**config.mk**
```make
export PLATFORM = sky130hd
export DESIGN_NAME = fss_setpoint_select
export DESIGN_NICKNAME = d
export VERILOG_FILES = /design/src/design/fss_pkg.sv /design/src/design/fss_store_if.sv /design/src/design/fss_setpoint_select.sv /design/src/design/fss_setpoint_store.sv /design/src/design/fss_source_mux.sv
export SDC_FILE = /design/constraint.sdc
export NUM_CORES = 1
export LEC_CHECK = 0
export BUFFER_PORTS_ARGS = -buffer_cell sky130_fd_sc_hd__clkbuf_2
export CAP_MARGIN = 20
export CORE_MARGIN = 4
export CORE_UTILIZATION = 64
export CTS_BUF_LIST = sky130_fd_sc_hd__clkbuf_4 sky130_fd_sc_hd__clkbuf_8
export DETAILED_ROUTE_END_ITERATION = 6
export PLACE_DENSITY_LB_ADDON = 0.1
export SLEW_MARGIN = 20
export SYNTH_ARGS = -nofsm -noshare
export SYNTH_HDL_FRONTEND = slang
export SYNTH_SLANG_ARGS = --single-unit
export TNS_END_PERCENT = 10
```
**constraint.sdc**
```tcl
create_clock -name CLK -period 9.02 [get_ports CLK]
set_clock_uncertainty 0.1 [all_clocks]
set_input_delay 0 -clock CLK [delete_from_list [all_inputs] [get_ports CLK]]
set_output_delay 0 -clock CLK [all_outputs]
set_load 0.02 [all_outputs]
```
**src/design/fss_pkg.sv**
```systemverilog
// constants and types for the fixed speed and jog setpoint selector
// Function
// - up to fifteen setpoints, selected from inputs or fieldbus
// - sixteen programmable setpoints, reset to zero rpm
// - setpoints one to three default to inputs 3-5
// - setpoint four source defaults zero, so unselected until configured
// - mode value 1 is direct, the reset default
// - direct mode outputs sum of selected setpoints
// - binary mode maps each non-zero combination to one setpoint
// - main source value 1024 routes fixed output
// - jog ignored while motor already switched on
// - jog runs motor while active, stops on release
// - two jog bits, sources default to zero
// - two jog speeds, each default 150 rpm
// - panel jog always accepted, inputs need routing
package fss_pkg;
	localparam int SP_W = 16;
	localparam int SUM_W = SP_W + 4;
	localparam int SP_COUNT = 16;
	localparam int SRC_W = 8;
	localparam int CFG_W = 16;
	typedef logic signed [SP_W-1:0] fss_speed_t;
	typedef logic signed [SUM_W-1:0] fss_sum_t;
	typedef logic [SRC_W-1:0] fss_src_t;
	// source code: zero, input status bit, fieldbus bit, constant one
	localparam fss_src_t SRC_ZERO = 8'h00;
	localparam fss_src_t SRC_INPUT_BASE = 8'h10;
	localparam fss_src_t SRC_BUS_BASE = 8'h20;
	localparam fss_src_t SRC_ONE = 8'hFF;
	localparam fss_src_t SRC_DEF_ONE = 8'h13;
	localparam fss_src_t SRC_DEF_TWO = 8'h14;
	localparam fss_src_t SRC_DEF_THREE = 8'h15;
	localparam fss_src_t SRC_DEF_FOUR = 8'h00;
	localparam fss_src_t SRC_DEF_JOG = 8'h00;
	localparam logic [1:0] MODE_DIRECT = 2'h1;
	localparam logic [1:0] MODE_BINARY = 2'h2;
	localparam logic [CFG_W-1:0] MAIN_SRC_FIXED = 16'h0400;
	localparam logic [CFG_W-1:0] MAIN_SRC_RESET = 16'h0000;
	localparam fss_speed_t SP_RESET = 16'h0000;
	localparam fss_speed_t JOG_SPEED_RESET = 16'h0096;
	// configuration write selectors
	localparam logic [3:0] CFG_SRC_ONE = 4'h0;
	localparam logic [3:0] CFG_SRC_TWO = 4'h1;
	localparam logic [3:0] CFG_SRC_THREE = 4'h2;
	localparam logic [3:0] CFG_SRC_FOUR = 4'h3;
	localparam logic [3:0] CFG_JOG0_SRC = 4'h4;
	localparam logic [3:0] CFG_JOG1_SRC = 4'h5;
	localparam logic [3:0] CFG_MODE = 4'h6;
	localparam logic [3:0] CFG_MAIN_SRC = 4'h7;
	localparam logic [3:0] CFG_JOG_SPEED_ONE = 4'h8;
	localparam logic [3:0] CFG_JOG_SPEED_TWO = 4'h9;
	typedef enum logic [1:0] {
		JOG_IDLE = 2'b01,
		JOG_RUN = 2'b10
	} fss_jog_e;
endpackage

```
**src/design/fss_store_if.sv**
```systemverilog
// link between the selector and its setpoint table
`timescale 1ns/1ps
`default_nettype none
interface fss_store_if;
	import fss_pkg::*;
	logic wr_en;
	logic [3:0] wr_idx;
	fss_speed_t wr_data;
	logic [3:0] rd_idx;
	fss_speed_t rd_data;
	fss_speed_t first [4];
	modport store (input wr_en, input wr_idx, input wr_data, input rd_idx, output rd_data, output first);
	modport user (output wr_en, output wr_idx, output wr_data, output rd_idx, input rd_data, input first);
endinterface
`default_nettype wire

```
**src/design/fss_setpoint_select.sv**
```systemverilog
// fixed speed and jog setpoint selector, top level
`timescale 1ns/1ps
`default_nettype none
module fss_setpoint_select import fss_pkg::*; (
	input wire logic CLK,
	input wire logic RESET_N,
	input wire logic [15:0] DIGITAL_INPUT,
	input wire logic [15:0] FIELDBUS_WORD,
	input wire logic PANEL_JOG0,
	input wire logic PANEL_JOG1,
	input wire logic MOTOR_RUN,
	input wire logic CFG_WR_EN,
	input wire logic [3:0] CFG_WR_SEL,
	input wire logic [CFG_W-1:0] CFG_WR_DATA,
	input wire logic SP_WR_EN,
	input wire logic [3:0] SP_WR_IDX,
	input wire fss_speed_t SP_WR_DATA,
	output logic [15:0] DIGITAL_INPUT_STATUS,
	output logic [3:0] SELECT_ACTIVE,
	output fss_sum_t FIXED_SETPOINT_OUT,
	output fss_sum_t SPEED_SETPOINT,
	output logic MAIN_FROM_FIXED,
	output logic JOG_MOTOR_ON,
	output logic [1:0] JOG_ACTIVE_BITS
);
	fss_store_if sif ();

	fss_src_t src_reg [4];
	fss_src_t jog_src_reg [2];
	logic [1:0] fixed_select_mode_reg;
	logic [CFG_W-1:0] main_setpoint_source_reg;
	fss_speed_t jog_speed_one_reg;
	fss_speed_t jog_speed_two_reg;
	logic [15:0] input_status_reg;
	logic [3:0] sel;
	logic [1:0] jog_bits;
	logic jog_req;
	logic jog_req_reg;
	fss_jog_e jog_reg;
	fss_jog_e jog_next;
	fss_sum_t direct_sum;
	fss_sum_t fixed_next;
	fss_sum_t jog_speed_next;
	fss_sum_t speed_next;
	logic [3:0] fixed_out_dummy;

	function automatic fss_sum_t widen(input fss_speed_t v);
		widen = fss_sum_t'(v);
	endfunction

	fss_setpoint_store #(
		.DEPTH(SP_COUNT)
	) u_store (
		.clk(CLK),
		.reset_n(RESET_N),
		.sif(sif.store)
	);

	assign sif.wr_en = SP_WR_EN;
	assign sif.wr_idx = SP_WR_IDX;
	assign sif.wr_data = SP_WR_DATA;
	// binary code zero selects nothing, so code k reads entry k-1
	assign sif.rd_idx = sel - 4'h1;

	// configuration settings
	always_ff @(posedge CLK) begin
		if (!RESET_N) begin
			src_reg[0] <= SRC_DEF_ONE;
			src_reg[1] <= SRC_DEF_TWO;
			src_reg[2] <= SRC_DEF_THREE;
			src_reg[3] <= SRC_DEF_FOUR;
			jog_src_reg[0] <= SRC_DEF_JOG;
			jog_src_reg[1] <= SRC_DEF_JOG;
			fixed_select_mode_reg <= MODE_DIRECT;
			main_setpoint_source_reg <= MAIN_SRC_RESET;
			jog_speed_one_reg <= JOG_SPEED_RESET;
			jog_speed_two_reg <= JOG_SPEED_RESET;
		end else if (CFG_WR_EN) begin
			unique case (CFG_WR_SEL)
				CFG_SRC_ONE: src_reg[0] <= CFG_WR_DATA[SRC_W-1:0];
				CFG_SRC_TWO: src_reg[1] <= CFG_WR_DATA[SRC_W-1:0];
				CFG_SRC_THREE: src_reg[2] <= CFG_WR_DATA[SRC_W-1:0];
				CFG_SRC_FOUR: src_reg[3] <= CFG_WR_DATA[SRC_W-1:0];
				CFG_JOG0_SRC: jog_src_reg[0] <= CFG_WR_DATA[SRC_W-1:0];
				CFG_JOG1_SRC: jog_src_reg[1] <= CFG_WR_DATA[SRC_W-1:0];
				CFG_MODE: fixed_select_mode_reg <= CFG_WR_DATA[1:0];
				CFG_MAIN_SRC: main_setpoint_source_reg <= CFG_WR_DATA;
				CFG_JOG_SPEED_ONE: jog_speed_one_reg <= fss_speed_t'(CFG_WR_DATA);
				CFG_JOG_SPEED_TWO: jog_speed_two_reg <= fss_speed_t'(CFG_WR_DATA);
				default: begin
				end
			endcase
		end
	end

	// input status is captured once so every selector sees the same sample
	always_ff @(posedge CLK) begin
		if (!RESET_N) begin
			input_status_reg <= 16'h0000;
		end else begin
			input_status_reg <= DIGITAL_INPUT;
		end
	end

	genvar g;
	generate
		for (g = 0; g < 4; g++) begin : g_sel
			fss_source_mux u_sel_mux (
				.src(src_reg[g]),
				.in_status(input_status_reg),
				.bus_word(FIELDBUS_WORD),
				.bit_out(sel[g])
			);
		end
		for (g = 0; g < 2; g++) begin : g_jog
			fss_source_mux u_jog_mux (
				.src(jog_src_reg[g]),
				.in_status(input_status_reg),
				.bus_word(FIELDBUS_WORD),
				.bit_out(jog_bits[g])
			);
		end
	endgenerate

	assign fixed_out_dummy = sel;

	// panel jog needs no routing, other sources must be configured first
	logic jog0;
	logic jog1;
	assign jog0 = jog_bits[0] | PANEL_JOG0;
	assign jog1 = jog_bits[1] | PANEL_JOG1;
	assign jog_req = jog0 | jog1;

	always_comb begin
		direct_sum = '0;
		for (int i = 0; i < 4; i++) begin
			if (sel[i]) begin
				direct_sum = direct_sum + widen(sif.first[i]);
			end
		end
	end

	always_comb begin
		fixed_next = '0;
		if (fixed_select_mode_reg == MODE_DIRECT) begin
			fixed_next = direct_sum;
		end else if (sel != 4'h0) begin
			fixed_next = widen(sif.rd_data);
		end
	end

	// jog bit 0 has priority when both are held
	always_comb begin
		if (jog0) begin
			jog_speed_next = widen(jog_speed_one_reg);
		end else begin
			jog_speed_next = widen(jog_speed_two_reg);
		end
	end

	always_comb begin
		jog_next = jog_reg;
		unique case (jog_reg)
			JOG_IDLE: begin
				// a command already held when the motor stops does not start a jog
				if (jog_req && !jog_req_reg && !MOTOR_RUN) begin
					jog_next = JOG_RUN;
				end
			end
			JOG_RUN: begin
				if (!jog_req) begin
					jog_next = JOG_IDLE;
				end
			end
			default: jog_next = JOG_IDLE;
		endcase
	end

	always_comb begin
		speed_next = '0;
		if (jog_next == JOG_RUN) begin
			speed_next = jog_speed_next;
		end else if (main_setpoint_source_reg == MAIN_SRC_FIXED) begin
			speed_next = fixed_next;
		end
	end

	always_ff @(posedge CLK) begin
		if (!RESET_N) begin
			jog_reg <= JOG_IDLE;
			jog_req_reg <= 1'b0;
		end else begin
			jog_reg <= jog_next;
			jog_req_reg <= jog_req;
		end
	end

	always_ff @(posedge CLK) begin
		if (!RESET_N) begin
			FIXED_SETPOINT_OUT <= '0;
			SPEED_SETPOINT <= '0;
			MAIN_FROM_FIXED <= 1'b0;
			JOG_MOTOR_ON <= 1'b0;
			JOG_ACTIVE_BITS <= 2'b00;
			SELECT_ACTIVE <= 4'h0;
			DIGITAL_INPUT_STATUS <= 16'h0000;
		end else begin
			FIXED_SETPOINT_OUT <= fixed_next;
			SPEED_SETPOINT <= speed_next;
			MAIN_FROM_FIXED <= (main_setpoint_source_reg == MAIN_SRC_FIXED);
			JOG_MOTOR_ON <= (jog_next == JOG_RUN);
			JOG_ACTIVE_BITS <= {jog1, jog0};
			SELECT_ACTIVE <= fixed_out_dummy;
			DIGITAL_INPUT_STATUS <= input_status_reg;
		end
	end
endmodule
`default_nettype wire

```
**src/design/fss_setpoint_store.sv**
```systemverilog
// table of programmable fixed setpoints
`timescale 1ns/1ps
`default_nettype none
module fss_setpoint_store import fss_pkg::*; #(
	parameter int DEPTH = SP_COUNT
) (
	input wire logic clk,
	input wire logic reset_n,
	fss_store_if.store sif
);
	fss_speed_t table_reg [DEPTH];

	always_ff @(posedge clk) begin
		if (!reset_n) begin
			for (int i = 0; i < DEPTH; i++) begin
				table_reg[i] <= SP_RESET;
			end
		end else if (sif.wr_en) begin
			table_reg[sif.wr_idx] <= sif.wr_data;
		end
	end

	assign sif.rd_data = table_reg[sif.rd_idx];

	genvar g;
	generate
		for (g = 0; g < 4; g++) begin : g_first
			assign sif.first[g] = table_reg[g];
		end
	endgenerate
endmodule
`default_nettype wire

```
**src/design/fss_source_mux.sv**
```systemverilog
// picks one selection bit by its configured source code
`timescale 1ns/1ps
`default_nettype none
module fss_source_mux import fss_pkg::*; (
	input wire fss_src_t src,
	input wire logic [15:0] in_status,
	input wire logic [15:0] bus_word,
	output logic bit_out
);
	always_comb begin
		bit_out = 1'b0;
		if (src == SRC_ONE) begin
			bit_out = 1'b1;
		end else if (src[7:4] == SRC_INPUT_BASE[7:4]) begin
			bit_out = in_status[src[3:0]];
		end else if (src[7:4] == SRC_BUS_BASE[7:4]) begin
			bit_out = bus_word[src[3:0]];
		end
	end
endmodule
`default_nettype wire

```
# Yosys cells after proc, flatten, opt, wreduce, memory -nomap -nowiden
# Memories as Yosys holds them, arrays and structs flattened.
# Index checks and enable logic that the tools add are counted.
dict set report word_totals {
  reg_bits 133
  ramBits 304
  input_bits 79
  output_inout_bits 64
  elab_cells 170
  n_memories 3
}
dict set report classes {
  n_addsub 4
  order_cmp 6
  eq_ne 32
  n_mux 91
  bitwise 9
  reduce_logical 11
}
# name depth width rd rd_ports_with_merged_regs write_ports line_no
set memory_table {}
lappend memory_table {u_store.table_reg 16 16 5 0 16 fss_setpoint_store.sv:11} ;# fss_speed_t table_reg [DEPTH];
lappend memory_table {src_reg 4 8 4 0 4 fss_setpoint_select.sv:28} ;# fss_src_t src_reg [4];
lappend memory_table {jog_src_reg 2 8 2 0 2 fss_setpoint_select.sv:29} ;# fss_src_t jog_src_reg [2];
# cell count
set op_table {}
lappend op_table {{$mux 20} 9}
lappend op_table {{$add 20x16->20} 3}
lappend op_table {{$mux 1} 59}
lappend op_table {{$bmux 1 s4} 12}
lappend op_table {{$eq 8x8->1 const B} 6}
lappend op_table {{$mux 8} 6}
lappend op_table {{$eq 4x2->1 const B} 8}
lappend op_table {{$lt 4x5->1 const B} 6}
lappend op_table {{$eq 4x1->1 const B} 7}
lappend op_table {{$eq 16x11->1 const B} 1}
lappend op_table {{$eq 4x3->1 const B} 4}
lappend op_table {{$mux 16} 1}
lappend op_table {{$reduce_or 16->1} 1}
lappend op_table {{$or 1x1->1} 9}
lappend op_table {{$eq 4x4->1 const B} 2}
lappend op_table {{$reduce_and 2->1} 4}
lappend op_table {{$eq 2x1->1 const B} 2}
lappend op_table {{$eq 2x2->1 const B} 2}
lappend op_table {{$logic_not 4->1} 1}
lappend op_table {{$mux 2} 2}
lappend op_table {{$mux 4} 1}
lappend op_table {{$pmux 2 s2} 1}
lappend op_table {{$reduce_bool 4->1} 1}
lappend op_table {{$sub 4x1->4 const B} 1}
lappend op_table {{other kinds (2)} 4}

# Depth between registers and ports, before layout
dict set report logic_depth {
  depth_word 15
  mapped_depth 38
  ltp_nobuf 35
}

# Modules after synthesis
# From an unflattened synthesis, not the netlist that was laid out.
dict set report hier_totals {
  hier_cells 2050
  area_unflattened_um2 23515.1
}
# mod instances cells_per_inst area_each_um2 seq_area_each_um2
set modules_own_cells {}
lappend modules_own_cells {fss_setpoint_store 1 722 11726.2 7687.4}
lappend modules_own_cells {fss_setpoint_select 1 1094 9694.3 4103.9}
lappend modules_own_cells {fss_source_mux 6 39 349.1 0.0}

# Worst setup path after synthesis
# OpenSTA, ideal clock, no wires.
dict set report synth_path {
  path_kind {register to register}
  from {memory src_reg[0][0] (netlist name)}
  to {register FIXED_SETPOINT_OUT[19]}
  setup_time_ns 0.075
  t_arrival_ns 7.184
  t_required_ns 8.845
  slack_ns 1.661
  path_stages_with_launch 38
  n_path_buf 3
  synth_period_minus_slack_ns 7.359
  path_cell_list {edfxtp_1 -> buf_6 -> mux4_2 -> o22a_1 -> o211a_2 -> or3_1 -> buf_6 -> buf_6 -> nand2_1 -> inv_1 -> ha_1 -> a21o_1 -> o21ai_0 -> nand2_1 -> o211ai_1 -> a22oi_4 -> o21a_1 -> or3_1 -> (+2 left out) -> ha_1 -> a21o_1 -> a21oi_1 -> o21ai_0 -> or3_1 -> nand2_1 -> a22oi_1 -> ha_1 -> and2_1 -> a21o_1 -> a21o_1 -> a21oi_1 -> o21a_1 -> o211ai_1 -> o31ai_1 -> mux2i_1 -> xnor3_1 -> o21ai_0}
}
# item line_no
set synth_rtl {}
lappend synth_rtl {{start: declaration} fss_setpoint_select.sv:28}
lappend synth_rtl {{end signal: assignment} fss_setpoint_select.sv:208} ;# FIXED_SETPOINT_OUT <= fixed_next;
lappend synth_rtl {{end: declaration} fss_setpoint_select.sv:20} ;# output fss_sum_t FIXED_SETPOINT_OUT,

==> results_dict.tcl <==
set metrics [dict create \
    area_growth_pct 13.7 \
    postRouteAntennaNets 0 \
    fp.dieW_um 201 \
    synth_top_family_by_area "simple AND/OR/NAND/NOR gates" \
    grt_max_degree 65 \
    swShare_pct 26.2 \
    synth_compound_area_share_pct 9.42 \
    die-area_sq_um 40200 \
    synthArstFlopShare_pct 0 \
    fin_tns_setup_ps 0 \
    synth_fa_ha_area_share_pct 3.29 \
    rows 70 \
    drc 0 \
    wl_um 61200 \
    hold_viol_final 0 \
    cp_max_fo 23 \
    postSynthCellCount 2016 \
    ys_ff_latch 437 \
    netlist_area_sq_um 23700 \
    status "finished clean" \
    cts-root-buf "clkbuf_8" \
    antenna_found_initial 0 \
    min_period_over_period_pct 91.6 \
    leakage_nw 10.4 \
    synth_fp_nets 2154 \
    grt-ovfl-total 0 \
    p_comb_share_pct 15.0 \
    start_util_pct 64.8 \
    core-area_sq_um 36600 \
    crit_type "reg2reg" \
    avgSynthCellArea_sq_um 11.8 \
    crit_required_ps 9400 \
    synthFlopType "edfxtp_1" \
    power_density_nw_per_um2 181 \
    power_frac_seq_pct 47.7 \
    startpoint "src_reg[0][0]" \
    r2r_start "src_reg[0][0]" \
    slowest_delay_ps 510 \
    worst_slew_pin_slew_ps 1170 \
    fmax_ghz 0.121 \
    die-height_um 201 \
    cts.sinks 437 \
    numCtsBuffers 72 \
    numPortBuffers 142 \
    layout_commonest_cell "and2_1" \
    drive_gt1_share_pct 20.3 \
    cts_max_level 3 \
    yosysWarnings 0 \
    arrival_ps 8640 \
    drtIter0Drc 1418 \
    nFillCells 2503 \
    nets 2350 \
    first_global_vias 17229 \
    ios 143 \
    synth_xor_xnor_area_share_pct 1.53 \
    rsz0062_at_grt "false" \
    gr-usage-all-layers_pct 30.3 \
    ir_drop_mv 0.140 \
    gp_congestion 0.957 \
    slowest_stage "edfxtp_1" \
    viasPerCell 6.28 \
    ys_seq_area_share_pct 49.7 \
    tritoncts "done" \
    hold_path_class "in2reg" \
    muxShareOfSynthArea_pct 14.8 \
    avgRoutedWirePerCell_um 22.3 \
    dr.pass1.iters 5 \
    synth_simple_gate_area_share_pct 18.2 \
    relSlewSlack_pct 21.5 \
    total_power_mw 4.88 \
    crit_path_start_kind "flip-flop" \
    hp-start "DIGITAL_INPUT[13]" \
    cap_violations 0 \
    p_switching_mw 1.28 \
    final_max_slew_viol_count 0 \
    grt_pass1_wl_um 96500 \
    crit_top_cell "o21ai_0" \
    intPower_mw 3.60 \
    synth_edf_count 304 \
    insertion_delay_ps 630 \
    yosysUniqueCellTypes 94 \
    layout_common_cells "and2_1 (346), edfxtp_1 (304), nand2_1 (189)" \
    finalSetupViolCount 0 \
    clockPowerShare_pct 37.3 \
    cp-end-kind "flip-flop" \
    layout_min_cycle_time_ps 8260 \
    clk_pin_slew_ps 60 \
    vias 17213 \
    largest_reg_flops 256 \
    dpl.hpwl_um 42800 \
    clockBufferDepth 3 \
]
## cell families after synthesis
family,after synthesis
xor gates and xnor gates,40
AOI/OAI and AO/OA,336
buffers and inverters,158
adders and majority gates,61
and+or+nand+nor,798
DFF,437
muxes,186
## what timing repair did
| action | in CTS | in global routing |
|---|---|---|
| buffers inserted | 0 | 6 |
| gates resized for setup | 0 | 2 |
| hold buffers | 68 | 0 |
| hold endpoints to repair | 390 | 0 |
| setup endpoints to repair | 0 | 4 |
## critical path, delay by kind of cell (launching register included)
family / cells / cell delay (ps)
buf+inv: 4 / 720
mux: 2 / 400
compound gates: 14 / 3060
flops: 1 / 510
xor+xnor: 2 / 310
simple gates: 8 / 1790
fa+ha+maj: 4 / 1230
## per-layer routing
metal	GRT usage [%]	vias to the layer above	wire length (um)
met3	4.99	122	4620
met2	51.4	747	30300
li1	-	7878	-
met1	40.3	8466	24600
met4	9.98	0	1690
met5	0	-	0
## path summary, 6_finish.rpt
| kind | endpoint | slack (ps) | cells after the start |
|---|---|---|---|
| setup / recovery | SPEED_SETPOINT[18] | 760 | 34 |
| hold / removal | input_status_reg[13] | 40 | 3 |
| setup reg to reg | SPEED_SETPOINT[18] | 760 | 34 |
| hold reg to reg | jog_speed_two_reg[9] | 350 | 2 |
## Yosys cell counts (all sizes together), types with 5 or more instances
cell     count  area share [%]
o21ai       80             1.7
a31oi       11            0.29
o31ai       12            0.38
nor3b        6            0.19
xor2        11            0.41
o211ai      10            0.32
o21a        20            0.63
mux2        17            0.84
nand4       15            0.40
dfxtp      133              11
xnor2       28             1.0
o22ai       12            0.32
a21o        28            0.89
a21boi       5            0.16
o2bb2ai      7            0.26
nor3        29            0.67
inv         33            0.55
a32oi        5            0.18
nor2        87             1.4
nand3       26            0.55
mux2i       44             1.9
and3         8            0.21
buf         27            0.98
a21oi       81             1.7
nor2b        5            0.13
nand2      189             3.0
a211oi      11            0.35
nand2b      25            0.66
clkbuf      97             1.5
or2          8            0.21
mux4       125              12
edfxtp     304              38
a22oi        6            0.25
ha          56             3.0
and2       347             9.2
nor4b       11            0.41
or3         24            0.63
## area by class of cell
class | count | area (sq um) | area share (%)
well taps | 468 | 586 | 2.17
flip-flops and latches | 437 | 11800 | 43.7
inverters | 34 | 135 | 0.501
clock inverters | 25 | 203 | 0.751
multi-input cells | 1421 | 11300 | 41.8
clock buffers | 107 | 1310 | 4.86
repair buffers | 246 | 1690 | 6.25
diodes | 1 | 2.50 | 0.00928
## stage by stage
stage               instances  hold WS [ps]  setup WS (ps)  utilization, %  instance area (sq um)
floorplan                2016          24.0           1660               -                  23700
global placement         2531           110            910            67.4                  24700
detailed placement       2531           115            619            67.4                  24700
CTS                      2731          1.35            552            73.4                  26900
global route             2738          26.7           35.5            73.7                  27000
finish                   2739          41.3            762            73.7                  27000
## power groups by stage
stage	clock network (mW)	logic, mW	registers [mW]
finish	1.82	0.732	2.33
global route	1.93	0.786	2.34
CTS	1.84	0.715	2.33
detailed placement	0	0.689	2.37
global placement	0	0.674	2.36
floorplan	0	0.493	2.34
Power figures use the tool's default switching activity.
